<file path="src/rsd_consts.svh">
// Register offsets, reset values and timing figures of the rail sequence delay block.
`ifndef RSD_CONSTS_SVH
`define RSD_CONSTS_SVH
`define RSD_ADDR_STEP_DELAYS 8'h20
`define RSD_ADDR_VOLT_CODE 8'h1b
`define RSD_ADDR_DOWN_MULT 8'h21
`define RSD_RST_STEP_DELAYS 8'h00
`define RSD_RST_VOLT_CODE 6'h33
`define RSD_RST_DOWN_MULT 1'b0
`define RSD_MULT_BIT 7
`define RSD_SHORT_MS 6'h02
`define RSD_LONG_MS 6'h05
`define RSD_DOWN_FACTOR 6'h0a
`define RSD_CLK_KHZ 40000
`define RSD_FIRST_STROBE 4'h1
`define RSD_LAST_STROBE 4'h9
`define RSD_LOW_SPLIT 6'h1a
`define RSD_LOW_BASE_MV 12'h384
`define RSD_LOW_STEP_MV 12'h019
`define RSD_HIGH_BASE_MV 12'h60e
`define RSD_HIGH_STEP_MV 12'h032
`endif

</file>
<file path="src/rsd_pkg.sv">
// Types shared by the rail sequence delay block.
`default_nettype none
package rsd_pkg;
   // One register access as presented by the serial interface front end.
   typedef struct packed {
      logic [7:0] addr;
      logic [7:0] wdata;
      logic wr;
      logic rd;
   } rsd_reg_req_t;
   typedef enum logic [1:0] {ST_IDLE, ST_WAIT} rsd_state_t;
endpackage : rsd_pkg
`default_nettype wire

</file>
<file path="src/rsd_delay_timer.sv">
// Millisecond delay timer used between sequencer strobes.
`timescale 1ns/1ps
`default_nettype none
module rsd_delay_timer #(
   parameter int CYC_PER_MS = 40000
) (
   // Clock and reset.
   input wire logic clk_in,
   input wire logic rst_in,
   // Load request with the delay in milliseconds.
   input wire logic load_in,
   input wire logic [5:0] load_ms_in,
   // One-cycle pulse once the whole delay has elapsed.
   output logic done_out
);
   logic [15:0] presc, next_presc;
   logic [5:0] ms_left, next_ms_left;
   logic active, next_active, next_done;

   // The prescaler restarts on every load so a delay is never shortened by a stale partial millisecond.
   always_comb begin
      next_presc = presc;
      next_ms_left = ms_left;
      next_active = active;
      next_done = 1'b0;
      if (load_in) begin
         next_presc = 16'h0000;
         next_ms_left = load_ms_in;
         next_active = 1'b1;
      end else if (active) begin
         if (presc == 16'(CYC_PER_MS - 1)) begin
            next_presc = 16'h0000;
            next_ms_left = ms_left - 6'h01;
            if (ms_left == 6'h01) begin
               next_active = 1'b0;
               next_done = 1'b1;
            end
         end else begin
            next_presc = presc + 16'h0001;
         end
      end
   end

   // Timer state registers.
   always_ff @(posedge clk_in) begin
      if (rst_in) begin
         presc <= 16'h0000;
         ms_left <= 6'h00;
         active <= 1'b0;
         done_out <= 1'b0;
      end else begin
         presc <= next_presc;
         ms_left <= next_ms_left;
         active <= next_active;
         done_out <= next_done;
      end
   end
endmodule : rsd_delay_timer
`default_nettype wire

</file>
<file path="src/rsd_top.sv">
// Step delay configuration, regulator voltage decode and strobe sequencer.
`timescale 1ns/1ps
`default_nettype none
`include "rsd_consts.svh"
// Operation
// - Step delay register at subaddress 0x20, all bits zero after reset.
// - Bit 7 selects wait between strobes 8 and 9: 2 ms or 5 ms.
// - Bit 6 selects wait between strobes 7 and 8: 2 ms or 5 ms.
// - Bit 5 selects wait between strobes 6 and 7: 2 ms or 5 ms.
// - Bit 4 selects wait between strobes 5 and 6: 2 ms or 5 ms.
// - Bit 3 selects wait between strobes 4 and 5: 2 ms or 5 ms.
// - Bit 2 selects wait between strobes 3 and 4: 2 ms or 5 ms.
// - Bit 1 selects wait between strobes 2 and 3: 2 ms or 5 ms.
// - Bit 0 selects wait between strobes 1 and 2: 2 ms or 5 ms.
// - Voltage codes 1Ah to 3Fh decode 1.550 V to 3.400 V in 50 mV steps.
// - Voltage codes 0h to 19h decode from 0.900 V in 25 mV steps.
// - Six-bit voltage code at subaddress 0x1B resets to 33h.
// - Multiplier bit stretches every delay tenfold during power-down only.
module rsd_top
   import rsd_pkg::*;
#(
   parameter int CYC_PER_MS = `RSD_CLK_KHZ
) (
   // Clock and reset.
   input wire logic SYS_CLK_IN,
   input wire logic SYS_RST_IN,
   // Register access from the serial interface.
   input wire logic [7:0] REG_ADDR_IN,
   input wire logic [7:0] REG_WDATA_IN,
   input wire logic REG_WR_IN,
   input wire logic REG_RD_IN,
   input wire logic UNLOCK_IN,
   output logic [7:0] REG_RDATA_OUT,
   output logic REG_ACK_OUT,
   // Sequencer control and strobes.
   input wire logic START_UP_IN,
   input wire logic START_DOWN_IN,
   output logic [3:0] STROBE_INDEX_OUT,
   output logic STROBE_PULSE_OUT,
   output logic SEQ_BUSY_OUT,
   // Regulator set point in millivolts.
   output logic [11:0] LDO_MILLIVOLTS_OUT
);
   rsd_reg_req_t req;
   logic [7:0] sequencer_step_delays, next_step_delays;
   logic [5:0] linear_regulator_voltage_code, next_volt_code;
   logic power_down_delay_multiplier, next_down_mult;
   logic armed, next_armed, prot_wr;
   logic [7:0] next_rdata;
   logic [11:0] next_mv;
   rsd_state_t state, next_state;
   logic going_down, next_going_down;
   logic [3:0] next_index;
   logic next_pulse, next_busy;
   logic tmr_load;
   logic [5:0] tmr_ms;
   logic tmr_done;

   assign req = '{addr: REG_ADDR_IN, wdata: REG_WDATA_IN, wr: REG_WR_IN, rd: REG_RD_IN};

   // Delay in milliseconds for the gap that follows a strobe; gap g uses bit g-1.
   function automatic logic [5:0] gap_ms(input logic [7:0] bits, input logic [3:0] gap, input logic stretch);
      logic [5:0] base;
      base = bits[3'(gap - 4'h1)] ? `RSD_LONG_MS : `RSD_SHORT_MS;
      return stretch ? 6'(base * `RSD_DOWN_FACTOR) : base;
   endfunction : gap_ms

   // Piecewise linear decode of the regulator code; the slope doubles above 19h.
   function automatic logic [11:0] code_to_mv(input logic [5:0] code);
      if (code < `RSD_LOW_SPLIT) begin
         return `RSD_LOW_BASE_MV + 12'(code * `RSD_LOW_STEP_MV);
      end else begin
         return `RSD_HIGH_BASE_MV + 12'((code - `RSD_LOW_SPLIT) * `RSD_HIGH_STEP_MV);
      end
   endfunction : code_to_mv

   // Register writes, unlock tracking and read data.
   // Every mapped register is protected, so one unlock arms exactly one write; an unlock in the
   // same cycle as a consuming write keeps the block armed for the following write.
   always_comb begin
      next_step_delays = sequencer_step_delays;
      next_volt_code = linear_regulator_voltage_code;
      next_down_mult = power_down_delay_multiplier;
      prot_wr = 1'b0;
      if (req.wr && armed) begin
         case (req.addr)
            `RSD_ADDR_STEP_DELAYS: begin
               next_step_delays = req.wdata;
               prot_wr = 1'b1;
            end
            `RSD_ADDR_VOLT_CODE: begin
               next_volt_code = req.wdata[5:0];
               prot_wr = 1'b1;
            end
            `RSD_ADDR_DOWN_MULT: begin
               next_down_mult = req.wdata[`RSD_MULT_BIT];
               prot_wr = 1'b1;
            end
            default: begin
               prot_wr = 1'b0;
            end
         endcase
      end
      next_armed = UNLOCK_IN ? 1'b1 : (prot_wr ? 1'b0 : armed);
      next_rdata = 8'h00;
      case (req.addr)
         `RSD_ADDR_STEP_DELAYS: next_rdata = sequencer_step_delays;
         `RSD_ADDR_VOLT_CODE: next_rdata = {2'b00, linear_regulator_voltage_code};
         `RSD_ADDR_DOWN_MULT: next_rdata = {power_down_delay_multiplier, 7'h00};
         default: next_rdata = 8'h00;
      endcase
      if (!req.rd) begin
         next_rdata = REG_RDATA_OUT;
      end
      next_mv = code_to_mv(linear_regulator_voltage_code);
   end

   // Register file state.
   always_ff @(posedge SYS_CLK_IN) begin
      if (SYS_RST_IN) begin
         sequencer_step_delays <= `RSD_RST_STEP_DELAYS;
         linear_regulator_voltage_code <= `RSD_RST_VOLT_CODE;
         power_down_delay_multiplier <= `RSD_RST_DOWN_MULT;
         armed <= 1'b0;
         REG_RDATA_OUT <= 8'h00;
         REG_ACK_OUT <= 1'b0;
         LDO_MILLIVOLTS_OUT <= 12'h000;
      end else begin
         sequencer_step_delays <= next_step_delays;
         linear_regulator_voltage_code <= next_volt_code;
         power_down_delay_multiplier <= next_down_mult;
         armed <= next_armed;
         REG_RDATA_OUT <= next_rdata;
         REG_ACK_OUT <= req.wr | req.rd;
         LDO_MILLIVOLTS_OUT <= next_mv;
      end
   end

   // Strobe sequencer: up runs strobes 1 to 9, down runs 9 to 1.
   // Starts are ignored while a sequence is running; power-down uses the gap below the current strobe.
   always_comb begin
      next_state = state;
      next_going_down = going_down;
      next_index = STROBE_INDEX_OUT;
      next_pulse = 1'b0;
      tmr_load = 1'b0;
      tmr_ms = 6'h00;
      case (state)
         ST_IDLE: begin
            if (START_UP_IN) begin
               next_index = `RSD_FIRST_STROBE;
               next_going_down = 1'b0;
               next_pulse = 1'b1;
               tmr_load = 1'b1;
               tmr_ms = gap_ms(sequencer_step_delays, `RSD_FIRST_STROBE, 1'b0);
               next_state = ST_WAIT;
            end else if (START_DOWN_IN) begin
               next_index = `RSD_LAST_STROBE;
               next_going_down = 1'b1;
               next_pulse = 1'b1;
               tmr_load = 1'b1;
               tmr_ms = gap_ms(sequencer_step_delays, `RSD_LAST_STROBE - 4'h1,
                               power_down_delay_multiplier);
               next_state = ST_WAIT;
            end
         end
         ST_WAIT: begin
            if (tmr_done) begin
               next_pulse = 1'b1;
               if (going_down) begin
                  next_index = STROBE_INDEX_OUT - 4'h1;
                  if (next_index != `RSD_FIRST_STROBE) begin
                     tmr_load = 1'b1;
                     tmr_ms = gap_ms(sequencer_step_delays, next_index - 4'h1,
                                     power_down_delay_multiplier);
                  end
               end else begin
                  next_index = STROBE_INDEX_OUT + 4'h1;
                  if (next_index != `RSD_LAST_STROBE) begin
                     tmr_load = 1'b1;
                     tmr_ms = gap_ms(sequencer_step_delays, next_index, 1'b0);
                  end
               end
               if (!tmr_load) begin
                  next_state = ST_IDLE;
               end
            end
         end
         default: begin
            next_state = ST_IDLE;
         end
      endcase
      next_busy = (next_state == ST_WAIT);
   end

   // Sequencer state registers.
   always_ff @(posedge SYS_CLK_IN) begin
      if (SYS_RST_IN) begin
         state <= ST_IDLE;
         going_down <= 1'b0;
         STROBE_INDEX_OUT <= 4'h0;
         STROBE_PULSE_OUT <= 1'b0;
         SEQ_BUSY_OUT <= 1'b0;
      end else begin
         state <= next_state;
         going_down <= next_going_down;
         STROBE_INDEX_OUT <= next_index;
         STROBE_PULSE_OUT <= next_pulse;
         SEQ_BUSY_OUT <= next_busy;
      end
   end

   // Shared millisecond timer; every gap of both directions runs through this one counter.
   rsd_delay_timer #(.CYC_PER_MS(CYC_PER_MS)) u_timer (
      .clk_in(SYS_CLK_IN),
      .rst_in(SYS_RST_IN),
      .load_in(tmr_load),
      .load_ms_in(tmr_ms),
      .done_out(tmr_done)
   );

   // Checks on register behaviour, decode and strobe timing.
   reset_values_a: assert property (@(posedge SYS_CLK_IN)
      $fell(SYS_RST_IN) |-> sequencer_step_delays == 8'h00 && linear_regulator_voltage_code == 6'h33)
      else $error("Register reset values wrong");
   read_back_a: assert property (@(posedge SYS_CLK_IN) disable iff (SYS_RST_IN)
      req.rd && req.addr == 8'h20 |=> REG_RDATA_OUT == $past(sequencer_step_delays) && REG_ACK_OUT)
      else $error("Step delay read back wrong");
   locked_write_a: assert property (@(posedge SYS_CLK_IN) disable iff (SYS_RST_IN)
      req.wr && !armed |=> $stable(sequencer_step_delays) && $stable(linear_regulator_voltage_code))
      else $error("Write accepted without unlock");
   unlock_write_a: assert property (@(posedge SYS_CLK_IN) disable iff (SYS_RST_IN)
      req.wr && armed && req.addr == 8'h20 |=> sequencer_step_delays == $past(req.wdata) ##1 1'b1)
      else $error("Unlocked write lost");
   decode_low_a: assert property (@(posedge SYS_CLK_IN) disable iff (SYS_RST_IN)
      linear_regulator_voltage_code == 6'h19 |=> LDO_MILLIVOLTS_OUT == 12'h5f5)
      else $error("Low range decode wrong");
   decode_high_a: assert property (@(posedge SYS_CLK_IN) disable iff (SYS_RST_IN)
      (linear_regulator_voltage_code == 6'h1a |=> LDO_MILLIVOLTS_OUT == 12'h60e) and
      (linear_regulator_voltage_code == 6'h3f |=> LDO_MILLIVOLTS_OUT == 12'hd48))
      else $error("High range decode wrong");
   gap_select_a: assert property (@(posedge SYS_CLK_IN) disable iff (SYS_RST_IN)
      tmr_load && !next_going_down |-> tmr_ms == (sequencer_step_delays[3'(next_index - 4'h1)] ? 6'h05 : 6'h02))
      else $error("Power-up gap selection wrong");
   down_stretch_a: assert property (@(posedge SYS_CLK_IN) disable iff (SYS_RST_IN)
      tmr_load && next_going_down |-> tmr_ms == (power_down_delay_multiplier ? 6'h0a : 6'h01) *
         (sequencer_step_delays[3'(next_index - 4'h2)] ? 6'h05 : 6'h02))
      else $error("Power-down stretch wrong");
   strobe_cause_a: assert property (@(posedge SYS_CLK_IN) disable iff (SYS_RST_IN)
      $rose(STROBE_PULSE_OUT) && $past(state) == ST_WAIT |-> $past(tmr_done))
      else $error("Strobe before delay elapsed");
endmodule : rsd_top
`default_nettype wire

</file>
<file path="config.mk">
export PLATFORM = sky130hd
export DESIGN_NAME = rsd_top
export DESIGN_NICKNAME = d
export VERILOG_FILES = /design/src/rsd_pkg.sv /design/src/rsd_delay_timer.sv /design/src/rsd_top.sv
export VERILOG_INCLUDE_DIRS = /design/src
export SDC_FILE = /design/constraint.sdc
export NUM_CORES = 1
export LEC_CHECK = 0
export ABC_AREA = 0
export BUFFER_PORTS_ARGS = -buffer_cell sky130_fd_sc_hd__buf_2
export CORE_MARGIN = 10
export CORE_UTILIZATION = 35
export CTS_CLUSTER_SIZE = 8
export DETAILED_ROUTE_END_ITERATION = 8
export HOLD_SLACK_MARGIN = 0.05
export RECOVER_POWER = 25
export SYNTH_ARGS = -nofsm -noshare
export SYNTH_HDL_FRONTEND = slang
export SYNTH_HIERARCHICAL = 1
export SYNTH_SLANG_ARGS = --single-unit
</file>
<file path="constraint.sdc">
create_clock -name SYS_CLK_IN -period 5.05 [get_ports SYS_CLK_IN]
set_input_delay 1.2625 -clock SYS_CLK_IN [delete_from_list [all_inputs] [get_ports SYS_CLK_IN]]
set_output_delay 1.2625 -clock SYS_CLK_IN [all_outputs]
set_load 0.02 [all_outputs]
</file>
# --- Word level (Yosys, flattened, before mapping) ---
# Cells that the tools add are included.
op_classes:
  n_bitwise: 3
  mux: 55
  magnitude_cmp: 3
  n_reduce_logical: 16
  mul: 4
  add_sub_neg: 10
  eq_ne: 11
op_table:
  columns: ["cell", "n"]
  rows:
  - ["$mux 6", 10]
  - ["$pmux 8 s3", 1]
  - ["$mux 1", 22]
  - ["$add 16x1->16 const B", 1]
  - ["$eq 16x16->1 const B", 1]
  - ["$eq 8x6->1 const B", 2]
  - ["$mux 16", 1]
  - ["$mux 4", 4]
  - ["$mux 3", 5]
  - ["$add 10x11->12 const A", 1]
  - ["$add 11x12->12 const A", 1]
  - ["$mul 12x5->11 const B", 1]
  - ["$mux 12", 1]
  - ["$pmux 6 s2", 1]
  - ["$mul 6x5->11 const B", 1]
  - ["$mul 3x3->5 const B", 2]
  - ["$reduce_and 2->1", 5]
  - ["$reduce_bool 2->1", 5]
  - ["$sub 3x1->3 const B", 3]
  - ["$eq 8x5->1 const B", 1]
  - ["$lt 3x4->1 const B", 2]
  - ["$mux 2", 4]
  - ["$pmux 4 s2", 1]
  - ["$sub 6x5->7 const B", 1]
  - ["21 further kinds", 25]
totals:
  ff_bits: 70
  out_inout_bits: 27
  in_bits: 23
  elab_cells: 118

# --- Longest topological paths before layout ---
logic_depth:
  word_depth: 13
  ltp_mapped: 16
  ltp_nobuf: 16

# --- Cells and area by module ---
# Netlist, hierarchy kept.
by_module_without_submodules:
  columns: ["mod", "instances", "area_per_inst_um2", "cells_per_inst", "seq_area_each_um2"]
  rows:
  - ["rsd_top", 1, 3606.0, 400, 920.9]
  - ["rsd_delay_timer", 1, 1290.0, 145, 480.5]

# --- Worst setup path after synthesis ---
# No wires, ideal clock.
synth_timing:
  path_kind: "register -> register"
  from: "register linear_regulator_voltage_code[1]"
  to: "register LDO_MILLIVOLTS_OUT[11]"
  path_stages_with_launch: 16
  period_less_slack_ps: 3843
  n_path_buf: 0
  required_time_ps: 4929
  arrival_ps: 3721
  setup_time_ps: 121
  slack_ps: 1207
  path_cell_list: "dfxtp_1 -> inv_1 -> ha_1 -> nor2b_1 -> xnor2_1 -> ha_1 -> inv_1 -> fa_1 -> fa_1 -> inv_1 -> ha_1 -> or4b_1 -> o311ai_2 -> nor3_1 -> xnor2_1 -> o2bb2ai_1"
synth_between:
  elab_chain_cells: 4
  word_cells_on_any_way: 7
  cone_classes: "3 x add/sub; 2 x mul; 1 x order compare; 1 x mux"
synth_lines:
  columns: ["element", "line_no", "source"]
  rows:
  - ["start, declared", "rsd_top.sv:46", "logic [5:0] linear_regulator_voltage_code, next_volt_code;"]
  - ["start signal, assigned", "rsd_top.sv:122", "linear_regulator_voltage_code <= `RSD_RST_VOLT_CODE;"]
  - ["start signal, assigned", "rsd_top.sv:130", "linear_regulator_voltage_code <= next_volt_code;"]
  - ["$sub 6x5->7 (no source line)", null, null]
  - ["$mul 12x5->11 (no source line)", null, null]
  - ["$add 11x12->12 (no source line)", null, null]
  - ["$mux 12 (*)", "rsd_top.sv:70", "if (code < `RSD_LOW_SPLIT) begin"]
  - ["end signal, assigned", "rsd_top.sv:135", "LDO_MILLIVOLTS_OUT <= next_mv;"]
  - ["end, declared", "rsd_top.sv:42", "output logic [11:0] LDO_MILLIVOLTS_OUT"]
# Mark *: on every way between the ends. The rest lies on a longest branch, timed or not.
# A chain may end at the register's enable or synchronous reset.

# --- Final worst setup path ---
# Same ends and word-level chain as after synthesis.

==> results.txt <==
The first-pass detailed-route iteration total is 4. The top cell types in the final layout, fill and taps aside, are 77 x sky130_fd_sc_hd__nor2_1, 70 x sky130_fd_sc_hd__dfxtp_1, 59 x sky130_fd_sc_hd__ha_1. The async set or reset register ratio after synthesis is 0%.

The final hold slack is 0.481 ns. Leaving out fill and tap cells, the most frequent cell in the layout is sky130_fd_sc_hd__nor2_1. The detailed-route vias per instance came out at 5.18. For this run, design rule violations remaining after detail routing come to 0.

After layout, the worst path uses 83.4% of the clock period. Pin placement for this block handled 50 I/O pins. The post-synthesis to final-layout area growth is 13.7%. The static power due to leakage is 2.35 nW. The cell area reported after detailed placement came out at 5260 sq um. The minimum clock period after layout is 4.21 ns.

The core outline area is 13800 sq um. In the final timing run, aggregate negative setup slack is 0 ns. The number of design-rule violations left by the first detailed-router iteration is 140. The global routing usage on met3 is 2.16%.

Once placement completed, the tool counted placed cells totaling 756. The finished layout holds 772 standard cells, fillers aside. The starting utilization of the core area came out at 35.5%. The busiest metal layer after global routing is met2. The number of antenna violations at the first check in global routing came out at 0.

The count of final hold-check violations is 0. The clock input transition at the sequential cells of the worst setup and hold paths is 0.06 ns. The first-pass GRT wire length came out at 19700 um. In this run, CTS created clock tree buffers numbering 9. Measured along the x axis, the die boundary spans 138 um. The final routed wire length divided by cell count is 14.8 um.

The synthesized netlist contains 73 unique library cells. In this run the power density over the cells is 245 nW/um^2. The fill cell instance count of the final layout came out at 1414. Counting along the longest clock path gives a buffer depth of 2.

The final reports fail on max-capacitance violations, max-slew violations. The root cell of the clock tree is sky130_fd_sc_hd__clkbuf_16. The synthesized cell area is 4900 sq um. The total die area is 19100 sq um. The worst endpoint data arrival time is 4.43 ns. Counting every sink on the clock net gives 70.

For the pin with the worst max-slew slack, the measured transition is 1.95 ns. The via count of the first global-routing pass came out at 4169. The aggregate global-route resource usage came out at 11.9%.

The maximum fanout along the worst path is 10. The number of slew-limit violations in the final report came out at 45. The mean instance size in the synthesized netlist came out at 8.98 sq um.

The clock tree from TritonCTS is done. The global routing met1 resource utilization came out at 13.4%. The predominant post-synthesis flop cell is sky130_fd_sc_hd__dfxtp_1.

For this run, global-route usage on met2 was measured as 21.8%. Synthesis produced a netlist whose cell count is 545. The pin count of the biggest net entering global routing came out at 45. In this run the vertical extent of the chip is 138 um. The row count is 43. The post-placement worst setup slack came out at 0.855 ns. The endpoint class of the critical path is a flip-flop. The clock insertion delay at the later pin of the skew report is 0.33 ns. The overall power of the completed layout came out at 1.37 mW.

CTS built an H-tree with a depth of 3. The worst setup path is launched from a flip-flop. The final layout contains 678 nets. The worst setup skew after layout came out at 0.00490 ns. The path class of the tightest hold or removal check is reg2reg. The total of cells resized after clock tree synthesis is 0. The final layout contains routed wiring with a total length of 11400 um. Counting flops with a built-in enable in the synthesized netlist gives 0. The maximum VDD drop is 0.123 mV. The fmax is 237 MHz. The setup path with the least slack is of type reg2reg.

The area used by multi-input combinational logic came out at 3210 sq um. The count of inserted antenna diode cells came out at 0. The flow ran to the end, but the final reports show violations. The overall overflow remaining after global route is 0. Summing all flip-flop and latch instances after layout gives 1400 sq um. The total number of vias is 4001. During placement, the flow inserted port buffers numbering 49.

The ratio of cells with drive above 1 in the final layout came out at 13.2%. The required time of the critical path is 5.27 ns. The quantity of hold-fixing buffers added after cts is 0. The share of the yosys chip area belonging to registers is 28.6%. The relative slew slack came out at -29.8%. The final worst-path setup slack came out at 0.839 ns. The post-route cell area is 5570 sq um. The synthesized design contains 70 register bits. The buffers inserted during post-CTS setup optimization came out at 0. Setup repair after global routing left no endpoint under its margin. The total number of yosys warnings is 6. For this run, the share of the core covered by cells in the final layout is 40.4%. The remaining antenna violation count after routing came out at 0.

Across the run, the number of max-cap violations was 1. Setup violations remaining at the end of the flow were counted as 0. The post-DP HPWL is 8870 um. The last weighted congestion value of the routability-driven placer came out at 0.856.
==> worst max-delay path, stage by stage, from the launching register on <==
cell and delay (ns):
sky130_fd_sc_hd__dfxtp_1 0.55, sky130_fd_sc_hd__inv_1 0.14, sky130_fd_sc_hd__ha_1 0.27, sky130_fd_sc_hd__nor2b_1 0.24, sky130_fd_sc_hd__xnor2_1 0.21, sky130_fd_sc_hd__ha_1 0.19, sky130_fd_sc_hd__inv_1 0.05, sky130_fd_sc_hd__fa_1 0.48
sky130_fd_sc_hd__fa_1 0.52, sky130_fd_sc_hd__inv_1 0.04, sky130_fd_sc_hd__ha_1 0.34, sky130_fd_sc_hd__or4b_1 0.55, sky130_fd_sc_hd__o311ai_2 0.12, sky130_fd_sc_hd__nor3_1 0.12, sky130_fd_sc_hd__xnor2_1 0.15, sky130_fd_sc_hd__o2bb2ai_1 0.13
==> state kept, by name, indices dropped and copies added, names as in the netlist, 2 cells and up <==
register	flops
linear_regulator_voltage_code	6
u_timer/ms_left	6
STROBE_INDEX_OUT	4
sequencer_step_delays	8
u_timer/presc	16
REG_RDATA_OUT	8
state	2
LDO_MILLIVOLTS_OUT	12
==> logic make-up (layout without fill, tap and decap cells) <==
group	Yosys count	after routing	synth area share [%]
compound gates	97	97	15.2
xor+xnor	38	38	6.95
fa+ha+maj	68	68	18.8
buf+inv	66	112	5.93
flops	70	70	28.6
mux	20	20	5.16
other cells	1	2	0.0766
simple gates	185	185	19.3
==> routing by layer <==
metal  part of all wire [%]  vias to the layer above  routed length [um]
met4                    1.1                        0                 125
li1                       -                     2012                   -
met1                     44                     1910                4990
met3                    2.4                       14                 273
met5                      0                        -                   0
met2                     53                       65                6050
==> final timing paths <==
| kind | start | endpoint | slack [ns] | cells after the start |
|---|---|---|---|---|
| max reg2reg | linear_regulator_voltage_code[1] | LDO_MILLIVOLTS_OUT[11] | 0.84 | 15 |
| min | REG_RDATA_OUT[6] | REG_RDATA_OUT[6] | 0.48 | 2 |
| min reg2reg | REG_RDATA_OUT[6] | REG_RDATA_OUT[6] | 0.48 | 2 |
| max | linear_regulator_voltage_code[1] | LDO_MILLIVOLTS_OUT[11] | 0.84 | 15 |
==> report_power, final <==
part / total, mW / internal (mW) / switching [mW]
clock network: 0.692 / 0.459 / 0.234
registers: 0.577 / 0.565 / 0.0123
logic: 0.0974 / 0.0363 / 0.0611
total: 1.37 / 1.06 / 0.307
==> synthesized netlist by cell type (4+ instances only) <==
cell,count,area share [%]
sky130_fd_sc_hd__a211o_1,4,0.72
sky130_fd_sc_hd__a211oi_1,11,1.7
sky130_fd_sc_hd__a21o_1,4,0.61
sky130_fd_sc_hd__a21oi_1,22,2.2
sky130_fd_sc_hd__a22o_1,7,1.3
sky130_fd_sc_hd__a22oi_1,7,1.1
sky130_fd_sc_hd__and2_1,5,0.64
sky130_fd_sc_hd__and3_1,4,0.51
sky130_fd_sc_hd__buf_2,6,0.61
sky130_fd_sc_hd__buf_6,4,0.92
sky130_fd_sc_hd__clkbuf_1,7,0.54
sky130_fd_sc_hd__dfxtp_1,70,29
sky130_fd_sc_hd__fa_1,9,3.7
sky130_fd_sc_hd__ha_1,59,15
sky130_fd_sc_hd__inv_1,46,3.5
sky130_fd_sc_hd__mux2i_1,14,2.9
sky130_fd_sc_hd__mux4_2,4,1.8
sky130_fd_sc_hd__nand2_1,27,2.1
sky130_fd_sc_hd__nand3_1,10,1.0
sky130_fd_sc_hd__nand4_1,11,1.4
sky130_fd_sc_hd__nor2_1,77,5.9
sky130_fd_sc_hd__nor2b_1,5,0.64
sky130_fd_sc_hd__nor3_1,13,1.3
sky130_fd_sc_hd__nor4_1,7,0.89
sky130_fd_sc_hd__o21ai_0,5,0.51
sky130_fd_sc_hd__o31ai_1,4,0.61
sky130_fd_sc_hd__or2_2,4,0.51
sky130_fd_sc_hd__xnor2_1,26,4.7
sky130_fd_sc_hd__xor2_1,11,2.0
==> final cells by class <==
type | count | share of cell area [%]
multi-input combinational | 410 | 57.6
clock inverter | 5 | 1.46
sequential | 70 | 25.2
tap | 180 | 4.04
inverter | 46 | 3.10
clock buffer | 11 | 4.54
timing repair buffer | 50 | 4.09
(Power assumes the default switching activity.)
